File: config.mk
export PLATFORM = sky130hd
export DESIGN_NAME = bme_exec
export DESIGN_NICKNAME = d
export VERILOG_FILES = /design/src/verilog/bme_pkg.sv /design/src/verilog/bme_port.sv /design/src/verilog/bme_exec.sv
export VERILOG_INCLUDE_DIRS = /design/src /design/src/verilog
export SDC_FILE = /design/constraint.sdc
export NUM_CORES = 1
export LEC_CHECK = 0
export BUFFER_PORTS_ARGS = -buffer_cell sky130_fd_sc_hd__buf_2
export CELL_PAD_IN_SITES_DETAIL_PLACEMENT = 0
export CELL_PAD_IN_SITES_GLOBAL_PLACEMENT = 1
export CORE_MARGIN = 4
export CORE_UTILIZATION = 49
export CTS_BUF_LIST = sky130_fd_sc_hd__clkbuf_4 sky130_fd_sc_hd__clkbuf_8 sky130_fd_sc_hd__clkbuf_16
export DETAILED_ROUTE_END_ITERATION = 8
export PLACE_DENSITY = 0.82
export RECOVER_POWER = 50
export SKIP_CTS_REPAIR_TIMING = 1
export SYNTH_ARGS = -nofsm -noshare
export SYNTH_HDL_FRONTEND = slang
export SYNTH_SLANG_ARGS = --single-unit
File: constraint.sdc
create_clock -name clock_i -period 3.7 [get_ports clock_i]
set_clock_uncertainty 0.2 [all_clocks]
set_input_delay 0.37 -clock clock_i [delete_from_list [all_inputs] [get_ports clock_i]]
set_output_delay 0.37 -clock clock_i [all_outputs]
set_load 0.03 [all_outputs]
File: src/verilog/bme_map.svh
// constant map of the bit manipulation execute block
`ifndef BME_MAP_SVH
`define BME_MAP_SVH
// first-word form nibble (opcode bits 15..12)
`define BME_FORM_REG_IMM 4'h7
`define BME_FORM_REG_RM 4'h6
`define BME_FORM_IND 4'h5
`define BME_FORM_ABS 4'h4
// second-word bit source nibble (bits 15..12)
`define BME_SRC_IMM 4'h7
`define BME_SRC_RM 4'h6
// field positions
`define BME_OP_HI 15
`define BME_OP_LO 8
`define BME_FLD_HI 7
`define BME_FLD_LO 4
// absolute short page and on-chip port addresses
`define BME_ABS_PAGE 8'hFF
`define BME_DIR_ADDR 16'hFFC4
`define BME_LATCH_ADDR 16'hFFC6
// reset values and read-back of write-only bytes
`define BME_DIR_RST 8'h00
`define BME_LATCH_RST 8'h00
`define BME_WO_READ 8'hFF
`endif

File: src/verilog/bme_pkg.sv
// types of the bit manipulation execute block
package bme_pkg;
    typedef enum logic [2:0]
    {
        BME_IDLE = 3'h0,
        BME_READ = 3'h1,
        BME_MODIFY = 3'h3,
        BME_WRITE = 3'h2,
        BME_DONE = 3'h6
    } bme_state_e;
    typedef enum logic [3:0]
    {
        BME_SET = 4'h0,
        BME_CLR = 4'h1,
        BME_INV = 4'h2,
        BME_TST = 4'h3,
        BME_AND = 4'h4,
        BME_IAND = 4'h5,
        BME_OR = 4'h6,
        BME_IOR = 4'h7,
        BME_XOR = 4'h8,
        BME_IXOR = 4'h9,
        BME_LD = 4'hA,
        BME_ILD = 4'hB,
        BME_ST = 4'hC,
        BME_IST = 4'hD
    } bme_kind_e;
    typedef struct packed
    {
        logic [15:0] w0;
        logic [15:0] w1;
    } bme_instr_s;
    typedef struct packed
    {
        logic req;
        logic we;
        logic [15:0] addr;
        logic [7:0] wdata;
    } bme_bus_s;
endpackage

File: src/verilog/bme_port.sv
// port direction register and output latch with pin drive
`timescale 1ns/1ps
`include "bme_map.svh"
module bme_port
    import bme_pkg::*;
#(
    parameter int WIDTH = 8
)
(
    input wire logic clock_i,
    input wire logic nrst_i,
    input wire logic wr_i,
    input wire logic [15:0] addr_i,
    input wire logic [WIDTH-1:0] wdata_i,
    output logic hit_o,
    output logic [WIDTH-1:0] rdata_o,
    input wire logic [WIDTH-1:0] pin_i,
    output logic [WIDTH-1:0] pin_o,
    output logic [WIDTH-1:0] pin_oe_o
);
    logic [WIDTH-1:0] dir_ff;
    logic [WIDTH-1:0] latch_ff;
    wire sel_dir = (addr_i == `BME_DIR_ADDR);
    wire sel_latch = (addr_i == `BME_LATCH_ADDR);
    // ----------------------------------------
    // decode and read-back
    // ----------------------------------------
    assign hit_o = sel_dir | sel_latch;
    // direction byte is write-only and reads as all ones
    assign rdata_o = sel_dir ? WIDTH'(`BME_WO_READ) : latch_ff;
    // direction bit 1 drives the latch out, 0 leaves the pin an input
    assign pin_o = latch_ff;
    assign pin_oe_o = dir_ff;
    // register writes
    always_ff @(posedge clock_i)
    begin
        if (!nrst_i)
        begin
            dir_ff <= WIDTH'(`BME_DIR_RST);
            latch_ff <= WIDTH'(`BME_LATCH_RST);
        end
        else if (wr_i)
        begin
            if (sel_dir)
                dir_ff <= wdata_i;
            if (sel_latch)
                latch_ff <= wdata_i;
        end
    end
    // the pins themselves are not looked at inside this block
    wire unused_pins = ^pin_i;
endmodule

File: src/verilog/bme_exec.sv
// execute unit for single-bit instructions on registers and memory bytes
`timescale 1ns/1ps
`include "bme_map.svh"
module bme_exec
    import bme_pkg::*;
(
    input wire logic clock_i,
    input wire logic nrst_i,
    input wire logic instr_valid_i,
    input wire bme_instr_s instr_i,
    output logic instr_ready_o,
    output logic done_o,
    output logic illegal_o,
    output logic carry_o,
    output logic zero_o,
    input wire logic gr_we_i,
    input wire logic [3:0] gr_idx_i,
    input wire logic [7:0] gr_wdata_i,
    output logic [7:0] gr_rdata_o,
    output bme_bus_s bus_o,
    input wire logic [7:0] bus_rdata_i,
    input wire logic bus_ack_i,
    input wire logic [7:0] pin_i,
    output logic [7:0] pin_o,
    output logic [7:0] pin_oe_o
);
    bme_state_e state_ff, nxt_state;
    bme_kind_e kind_ff;
    logic [2:0] bit_ff;
    logic [3:0] reg_ff;
    logic is_reg_ff;
    logic [15:0] addr_ff;
    logic [7:0] data_ff;
    logic carry_ff, zero_ff, illegal_ff;
    logic [15:0] gr_ff [8];
    // ----------------------------------------
    // decode of the instruction words
    // ----------------------------------------
    // form from the first opcode byte, operation from its low nibble or, in two-word forms, from bits 11..8 of the second word
    wire [7:0] op0 = instr_i.w0[`BME_OP_HI:`BME_OP_LO];
    wire [3:0] form = op0[7:4];
    wire [3:0] fld0 = instr_i.w0[`BME_FLD_HI:`BME_FLD_LO];
    wire [3:0] fld1 = instr_i.w1[`BME_FLD_HI:`BME_FLD_LO];
    wire two_word = (form == `BME_FORM_IND) | (form == `BME_FORM_ABS);
    wire [3:0] kind_in = two_word ? instr_i.w1[11:8] : op0[3:0];
    wire from_rm = two_word ? (instr_i.w1[15:12] == `BME_SRC_RM) : (form == `BME_FORM_REG_RM);
    // operand register sits in the low nibble of the register-direct word
    wire [3:0] rn_sel = instr_i.w0[3:0];
    wire [3:0] rm_sel = two_word ? fld1 : fld0;
    // byte register select: bit 3 picks the low half of a word register
    function automatic logic [7:0] gr_byte(input logic [15:0] w, input logic lo);
        gr_byte = lo ? w[7:0] : w[15:8];
    endfunction
    wire [7:0] rm_byte = gr_byte(gr_ff[rm_sel[2:0]], rm_sel[3]);
    wire [7:0] rn_byte = gr_byte(gr_ff[rn_sel[2:0]], rn_sel[3]);
    // bit number from an immediate field or the low three bits of a register
    wire [2:0] bit_in = from_rm ? rm_byte[2:0] : (two_word ? fld1[2:0] : fld0[2:0]);
    wire inv_kind = kind_in[0] & (kind_in >= 4'h5) & (kind_in <= 4'hD);
    // only forms 4 to 7 are decoded, everything else is refused
    wire bad_form = (form < `BME_FORM_ABS) | (form > `BME_FORM_REG_IMM);
    wire bad_kind = (kind_in > 4'hD);
    // inverted-operand kinds never take the bit number from a register
    wire bad_src = inv_kind & from_rm;
    wire bad_pad = two_word & (instr_i.w1[3:0] != 4'h0);
    wire bad_src_nib = two_word & ~from_rm & (instr_i.w1[15:12] != `BME_SRC_IMM);
    wire bad = bad_form | bad_kind | bad_src | bad_pad | bad_src_nib;
    // effective address: register pointer or short absolute page
    wire [15:0] ea_in = (form == `BME_FORM_IND) ? gr_ff[fld0[2:0]] : {`BME_ABS_PAGE, instr_i.w0[7:0]};
    wire take = instr_valid_i & (state_ff == BME_IDLE);
    // ----------------------------------------
    // bit arithmetic
    // ----------------------------------------
    wire [7:0] mask = 8'h01 << bit_ff;
    wire sel_bit = data_ff[bit_ff];
    // store kinds write the carry or its inverse into the bit
    wire st_val = (kind_ff == BME_IST) ? ~carry_ff : carry_ff;
    logic [7:0] new_byte;
    logic nxt_carry;
    logic nxt_zero;
    // only the selected bit changes, all others keep their fetched value
    always_comb
    begin
        new_byte = data_ff;
        nxt_carry = carry_ff;
        nxt_zero = zero_ff;
        case (kind_ff)
            BME_SET: new_byte = data_ff | mask;
            BME_CLR: new_byte = data_ff & ~mask;
            BME_INV: new_byte = data_ff ^ mask;
            BME_TST: nxt_zero = ~sel_bit;
            BME_AND: nxt_carry = carry_ff & sel_bit;
            BME_IAND: nxt_carry = carry_ff & ~sel_bit;
            BME_OR: nxt_carry = carry_ff | sel_bit;
            BME_IOR: nxt_carry = carry_ff | ~sel_bit;
            BME_XOR: nxt_carry = carry_ff ^ sel_bit;
            BME_IXOR: nxt_carry = carry_ff ^ ~sel_bit;
            BME_LD: nxt_carry = sel_bit;
            BME_ILD: nxt_carry = ~sel_bit;
            BME_ST, BME_IST: new_byte = st_val ? (data_ff | mask) : (data_ff & ~mask);
            default: new_byte = data_ff;
        endcase
    end
    // set, clear, invert and the stores are the writing kinds
    wire writes = (kind_ff <= BME_INV) | (kind_ff == BME_ST) | (kind_ff == BME_IST);
    // ----------------------------------------
    // on-chip port and bus selection
    // ----------------------------------------
    logic port_hit;
    logic [7:0] port_rdata;
    wire port_wr = (state_ff == BME_WRITE) & port_hit;
    bme_port #(
        .WIDTH(8)
    ) u_port (
        .clock_i(clock_i),
        .nrst_i(nrst_i),
        .wr_i(port_wr),
        .addr_i(addr_ff),
        .wdata_i(data_ff),
        .hit_o(port_hit),
        .rdata_o(port_rdata),
        .pin_i(pin_i),
        .pin_o(pin_o),
        .pin_oe_o(pin_oe_o)
    );
    // on-chip port bytes answer at once, others wait for the bus
    wire mem_cycle = (state_ff == BME_READ) | (state_ff == BME_WRITE);
    wire ack = port_hit | bus_ack_i;
    wire [7:0] rd_byte = port_hit ? port_rdata : bus_rdata_i;
    assign bus_o.req = mem_cycle & ~port_hit;
    assign bus_o.we = (state_ff == BME_WRITE) & ~port_hit;
    assign bus_o.addr = addr_ff;
    assign bus_o.wdata = data_ff;
    // ----------------------------------------
    // sequencer: read, modify, write
    // ----------------------------------------
    always_comb
    begin
        nxt_state = state_ff;
        case (state_ff)
            BME_IDLE:
                if (take)
                    nxt_state = bad ? BME_DONE : (two_word ? BME_READ : BME_MODIFY);
            BME_READ:
                if (ack)
                    nxt_state = BME_MODIFY;
            BME_MODIFY:
                nxt_state = (writes & ~is_reg_ff) ? BME_WRITE : BME_DONE;
            BME_WRITE:
                if (ack)
                    nxt_state = BME_DONE;
            BME_DONE:
                nxt_state = BME_IDLE;
            default:
                nxt_state = BME_IDLE;
        endcase
    end
    assign instr_ready_o = (state_ff == BME_IDLE);
    assign done_o = (state_ff == BME_DONE);
    assign illegal_o = done_o & illegal_ff;
    assign carry_o = carry_ff;
    assign zero_o = zero_ff;
    // state and operand capture
    always_ff @(posedge clock_i)
    begin
        if (!nrst_i)
        begin
            state_ff <= BME_IDLE;
            kind_ff <= BME_TST;
            bit_ff <= 3'h0;
            reg_ff <= 4'h0;
            is_reg_ff <= 1'b0;
            addr_ff <= 16'h0000;
            data_ff <= 8'h00;
            illegal_ff <= 1'b0;
            carry_ff <= 1'b0;
            zero_ff <= 1'b0;
        end
        else
        begin
            state_ff <= nxt_state;
            if (take)
            begin
                kind_ff <= bme_kind_e'(kind_in);
                bit_ff <= bit_in;
                reg_ff <= rn_sel;
                is_reg_ff <= ~two_word;
                addr_ff <= ea_in;
                data_ff <= rn_byte;
                illegal_ff <= bad;
            end
            // whole byte fetched; a write-only byte comes back as ones
            if ((state_ff == BME_READ) & ack)
                data_ff <= rd_byte;
            if (state_ff == BME_MODIFY)
            begin
                data_ff <= new_byte;
                carry_ff <= nxt_carry;
                zero_ff <= nxt_zero;
            end
        end
    end
    // ----------------------------------------
    // general registers
    // ----------------------------------------
    wire reg_wb = (state_ff == BME_MODIFY) & is_reg_ff & writes;
    for (genvar g = 0; g < 8; g++)
    begin : g_gr
        wire hit_in = reg_wb & (reg_ff[2:0] == 3'(g));
        wire hit_ext = gr_we_i & (gr_idx_i[2:0] == 3'(g));
        wire [3:0] idx = hit_in ? reg_ff : gr_idx_i;
        wire [7:0] wb = hit_in ? new_byte : gr_wdata_i;
        always_ff @(posedge clock_i)
        begin
            if (!nrst_i)
                gr_ff[g] <= 16'h0000;
            else if (hit_in | hit_ext)
                gr_ff[g] <= idx[3] ? {gr_ff[g][15:8], wb} : {wb, gr_ff[g][7:0]};
        end
    end
    // read-back register byte for software view
    always_ff @(posedge clock_i)
    begin
        if (!nrst_i)
            gr_rdata_o <= 8'h00;
        else
            gr_rdata_o <= gr_byte(gr_ff[gr_idx_i[2:0]], gr_idx_i[3]);
    end
endmodule

Word-level counts from Yosys, hierarchy flattened
Memories as Yosys holds them, arrays and structs flattened. Index checks and enable logic that the tools add are counted.

Register bits: 66. Memory bits (writable): 128. Input bits: 65. Output and inout bits: 55. Word-level logic and storage cells: 282. Memories: 1.

Memories: gr_ff (words 8, width 16, rd ports 4, clocked after memory_dff 0, wr ports 8, RTL line bme_exec.sv:35) `logic [15:0] gr_ff [8];`.

Order comparisons: 7. Eq/ne operators: 57. Shift-type cells: 1. Multiplexer cells: 92. Bitwise gates (word level): 82. Reductions and logical operators: 29.

Operator list (count): two-way mux 8 bit (32); two-way mux 16 bit (9); two-way mux 4 bit (10); AND reduction 2 bit (20); OR 1 bit (37); bitwise AND 1 bit (33); == test 16 bit (second input constant) (2); == test 4 x 3 -> 1 bit (second input constant) (8); one-hot mux 8 bit (4 select lines) (1); two-way mux 1 bit (28); == test 3 bit (second input constant) (9); == test 4 bit (second input constant) (6); two-way mux 3 bit (8); == test 3 x 2 -> 1 bit (second input constant) (6); != test 1 bit (second input constant) (16); one-hot mux 3 bit (4 select lines) (1); == test 3 x 1 -> 1 bit (second input constant) (3); logical NOT 3 bit (3); bitwise AND 8 bit (1); == test 4 x 2 -> 1 bit (second input constant) (2); NOT 8 bit (1); OR 8 bit (1); one-hot mux 1 bit (8 select lines) (1); nonzero test 8 bit (1); 22 further kinds (29).

Depth between registers and ports, before layout
Depth after elaboration: 13. Depth in mapped cells: 10. Depth with buffers taken out: 9.

By module
Synthesis repeated with hierarchy kept, for this count alone.

Cells, all modules: 1129. Area total of the unflattened synthesis: 12883.6 um^2.

Modules (own cells, without submodules): bme_exec (instances 1, cells an instance 1053, area each 12155.4 um^2); bme_port (instances 1, cells an instance 76, area each 728.2 um^2).

Worst setup path after synthesis
Ideal clock, no wire load.

Kind: reg2reg. From: reg bit_ff[0]. To: mem gr_ff[4][9], data pin. Library setup time: 0.272 ns. Arrival: 2.189 ns. Path slack: 1.039 ns. Stages on the path, launching flop included: 11. Clock period less this slack: 2.661 ns. Cells stage by stage: dfxtp_1 > buf_2 > nor3b_1 > inv_1 > ha_1 > nand2b_1 > a32o_1 > a221oi_2 > inv_2 > mux2i_1 > nor2_1.

RTL lines: from (decl) (RTL line bme_exec.sv:29) `logic [2:0] bit_ff;`; from (signal assigned) (RTL line bme_exec.sv:184) `bit_ff <= bit_in;`; to (decl) (RTL line bme_exec.sv:35).

==> summary.md <==
| Metric | Value |
|---|---|
| Clock Sinks | 194 |
| H-tree depth | 4 |
| Slew headroom | -36.8% |
| GRT Util Overall | 28.6% |
| Crit path time final | 3.34 ns |
| # DRC | 0 |
| Tcrit/Tclk final | 90.2% |
| WL per Instance | 26.3 um |
| Vias/cell | 6.58 |
| Yosys warns | 0 |
| Worst-skew pair later-pin latency | 0.45 ns |
| Status | finished, violations left |
| DRT Pass-1 Iters | 5 |
| Largest net degree at the start of global routing | 41 |
| Fmax achieved | 300 MHz |
| Commonest non-fill, non-tap cells in the layout | nor2_1, edfxtp_1, mux4_2 |
| Filler cells | 2318 |
| Final ANT Viol Nets | 0 |
| Clk root buf | clkbuf_16 |
| CP endpoint kind | flip-flop |
| DRT iter0 DRCs | 1266 |
| FFs w/ async S/R, synth | 0% |
| Die Y | 171 um |
| Diode count | 0 |
| Clock transition at path regs | 0.08 ns |
| Vias | 10500 |
| Hold path cells | 3 |
| Pleak | 0.00506 uW |
| Die W | 171 um |
| Maximum clock path buffer count | 2 |
| Fraction of layout cells with a size suffix above 1 | 22.6% |
| Final Hold Fails | 0 |
| Starting density of the core | 49.9% |
| GR Util met3 | 5.34% |
| # port buffers | 111 |
| Cell Chain, Critical Path | nand3b_1, buf_4, nor4_2, mux2i_1, nand2_2, nand2_1 |
| Crit path kind | flip-flop to flip-flop |
| GRT met2 Usage | 44.5% |
| Top_reg_cell synth | edfxtp_1 |
| CTS tree | yes |
| Routability Congestion | 0.933 |
| GRT Residual Overflow | 0 |
| Vias in the first global route | 10000 |
| Critical Path RT | 3.60 ns |
| Multi-input logic area | 7280 um^2 |
| Synth unique cells | 78 |
| Failing checks | capacitance limit, slew limit |
| Min-Delay Endpoint | kind_ff[2] |
| Max FO, Critical Path | 10 |
| Final setup fails | 0 |
| Slowest CP cell | nor4_2 |
| Worst R2R End | gr_ff[0][12] |
| Post-layout net count | 1325 |
| Hold WS | 0.0152 ns |
| #FFs+latches synth | 194 |
| Initial antenna violation count | 0 |
| Reg2reg start | state_ff[1] |
| Avg Synthesized Cell Area | 11.3 um^2 |
| Final worst setup slack | 0.364 ns |
| R2R depth | 6 |
| Cell accounting for the most synthesized area | edfxtp_1 |
| Post-synth EDFFs | 128 |
| Arrival @ worst endpoint | 3.24 ns |
| Placement Setup Slack | 0.489 ns |
| Synth top area cells | edfxtp_1, mux4_2, dfxtp_1 |
| Pwr dens | 433 nW/um^2 |
| Max Cap Viol | 1 |
| Row Count | 59 |
| RSZ-0062 raised after global routing | false |
| IR drop worst, VDD | 0.000261 V |
| Area growth syn-to-layout | 10.8% |
| Synthesized Nets | 1237 |
| Setup TNS | 0 ns |
| FF-to-FF setup slack | 0.36 ns |
| Core region area | 26100 um^2 |
| Number of I/O pins | 120 |
| GR peak layer | met2 |
| Crit start category | flip-flop |
| Synthesized netlist cell count | 1156 |
| Post-DP HPWL | 31300 um |
| Worst min-delay path startpoint | instr_i[26] |
| Slowest stage delay, CP | 0.72 ns |
| Max-slew violations | 35 |
| Slew @ Worst Pin | 2.05 ns |
| Most common cell after layout, fill and taps aside | nor2_1 |
| Register area share after synthesis | 39.6% |
| Synth Cell Area | 13000 um^2 |
| Flip-flop and latch area | 5160 um^2 |
| Die area | 29300 um^2 |
| Hold crit path type | input port to flip-flop |
| First-pass GRT wire length | 62300 um |
| Final WL | 41900 um |
| M1 GR Usage | 39.9% |
| Num CTS Buffers | 17 |
| Top cell type's share of synthesized area | 29.5% |
[sequential cells by signal, summed over array words and instances (netlist names), 4 cells and up]
| signal | cells |
|---|---|
| data_ff | 8 |
| gr_rdata_o | 8 |
| gr_ff | 128 |
| addr_ff | 16 |
| u_port.pin_o | 8 |
| reg_ff | 4 |
| kind_ff | 4 |
| u_port.pin_oe_o | 8 |
[final cells by class]
cell class / count / area share [%]
Timing Repair Buffer: 162 / 6.00
Tap cell: 335 / 2.90
Clock buffer: 17 / 2.95
Clock inverter: 15 / 1.13
Sequential cell: 194 / 35.8
Inverter: 31 / 0.806
Multi-Input combinational cell: 838 / 50.4
[how the worst max path moves through the flow]
stage / startpoint / to / slack [ns] / cells after the start
finish: state_ff[1] / gr_ff[0][12] / 0.36 / 6
global route: state_ff[1] / gr_ff[6][0] / 0.14 / 7
CTS: kind_ff[0] / gr_ff[2][12] / 0.45 / 8
detailed placement: kind_ff[0] / gr_ff[2][8] / 0.49 / 8
global placement: kind_ff[0] / gr_ff[3][8] / 0.60 / 7
floorplan: bit_ff[0] / gr_ff[4][9] / 1.04 / 10
[synth_stat cells (5+ instances only)]
library cell and number:
a211oi_1 5, a21oi_1 39, a22oi_1 11, a31oi_1 10
and2_1 17, buf_1 18, buf_2 29, buf_4 8
clkbuf_1 34, dfxtp_1 66, edfxtp_1 128, ha_1 16
inv_1 30, mux2_2 6, mux2i_1 111, mux4_2 118
nand2_1 83, nand2b_1 5, nand3_1 16, nand3b_1 8
nor2_1 196, nor2b_1 20, nor3_1 14, nor3b_1 9
o211ai_1 20, o21ai_0 35, o21ai_2 5
[kinds of logic (layout without fill, tap and decap cells)]
family                   count (synthesis)  in the layout  share of synthesized area, %
XOR/XNOR                                 3              3                         0.346
multiplexers                           237            237                          29.7
adder cells (fa/ha/maj)                 16             16                          1.54
AND/OR/NAND/NOR                        412            412                          15.3
buffers and inverters                  124            225                          4.31
flip-flops                             194            194                          39.6
AO/OA/AOI/OAI                          170            170                          9.16
[where the power goes]
part	switching [uW]	total (uW)	internal [uW]
registers	250	2720	2470
clock network	979	1890	914
logic	1010	1640	624
total	2240	6260	4010
[stage by stage]
step	instance area, um^2	util (%)	instances	total power, uW
floorplan	13000	-	1156	3860
global route	14400	55.2	1592	6500
global placement	14000	53.6	1560	4400
detailed placement	14000	53.6	1560	4420
finish	14400	55.2	1592	6260
CTS	14600	55.8	1592	6280
[worst max-delay path: cells and delay by family, from the launching register on]
family        cells  cell delay (ns)
mux               1             0.30
flops             1             0.49
simple gates      4             1.65
buf+inv           1             0.33
[layer usage]
metal | vias to the layer above | routed length [um]
li1 | 4565 | -
met1 | 5142 | 16300
met2 | 655 | 19500
met3 | 111 | 4490
met4 | 0 | 1660
met5 | - | 0
No activity file was read; power rests on OpenSTA's default activity.
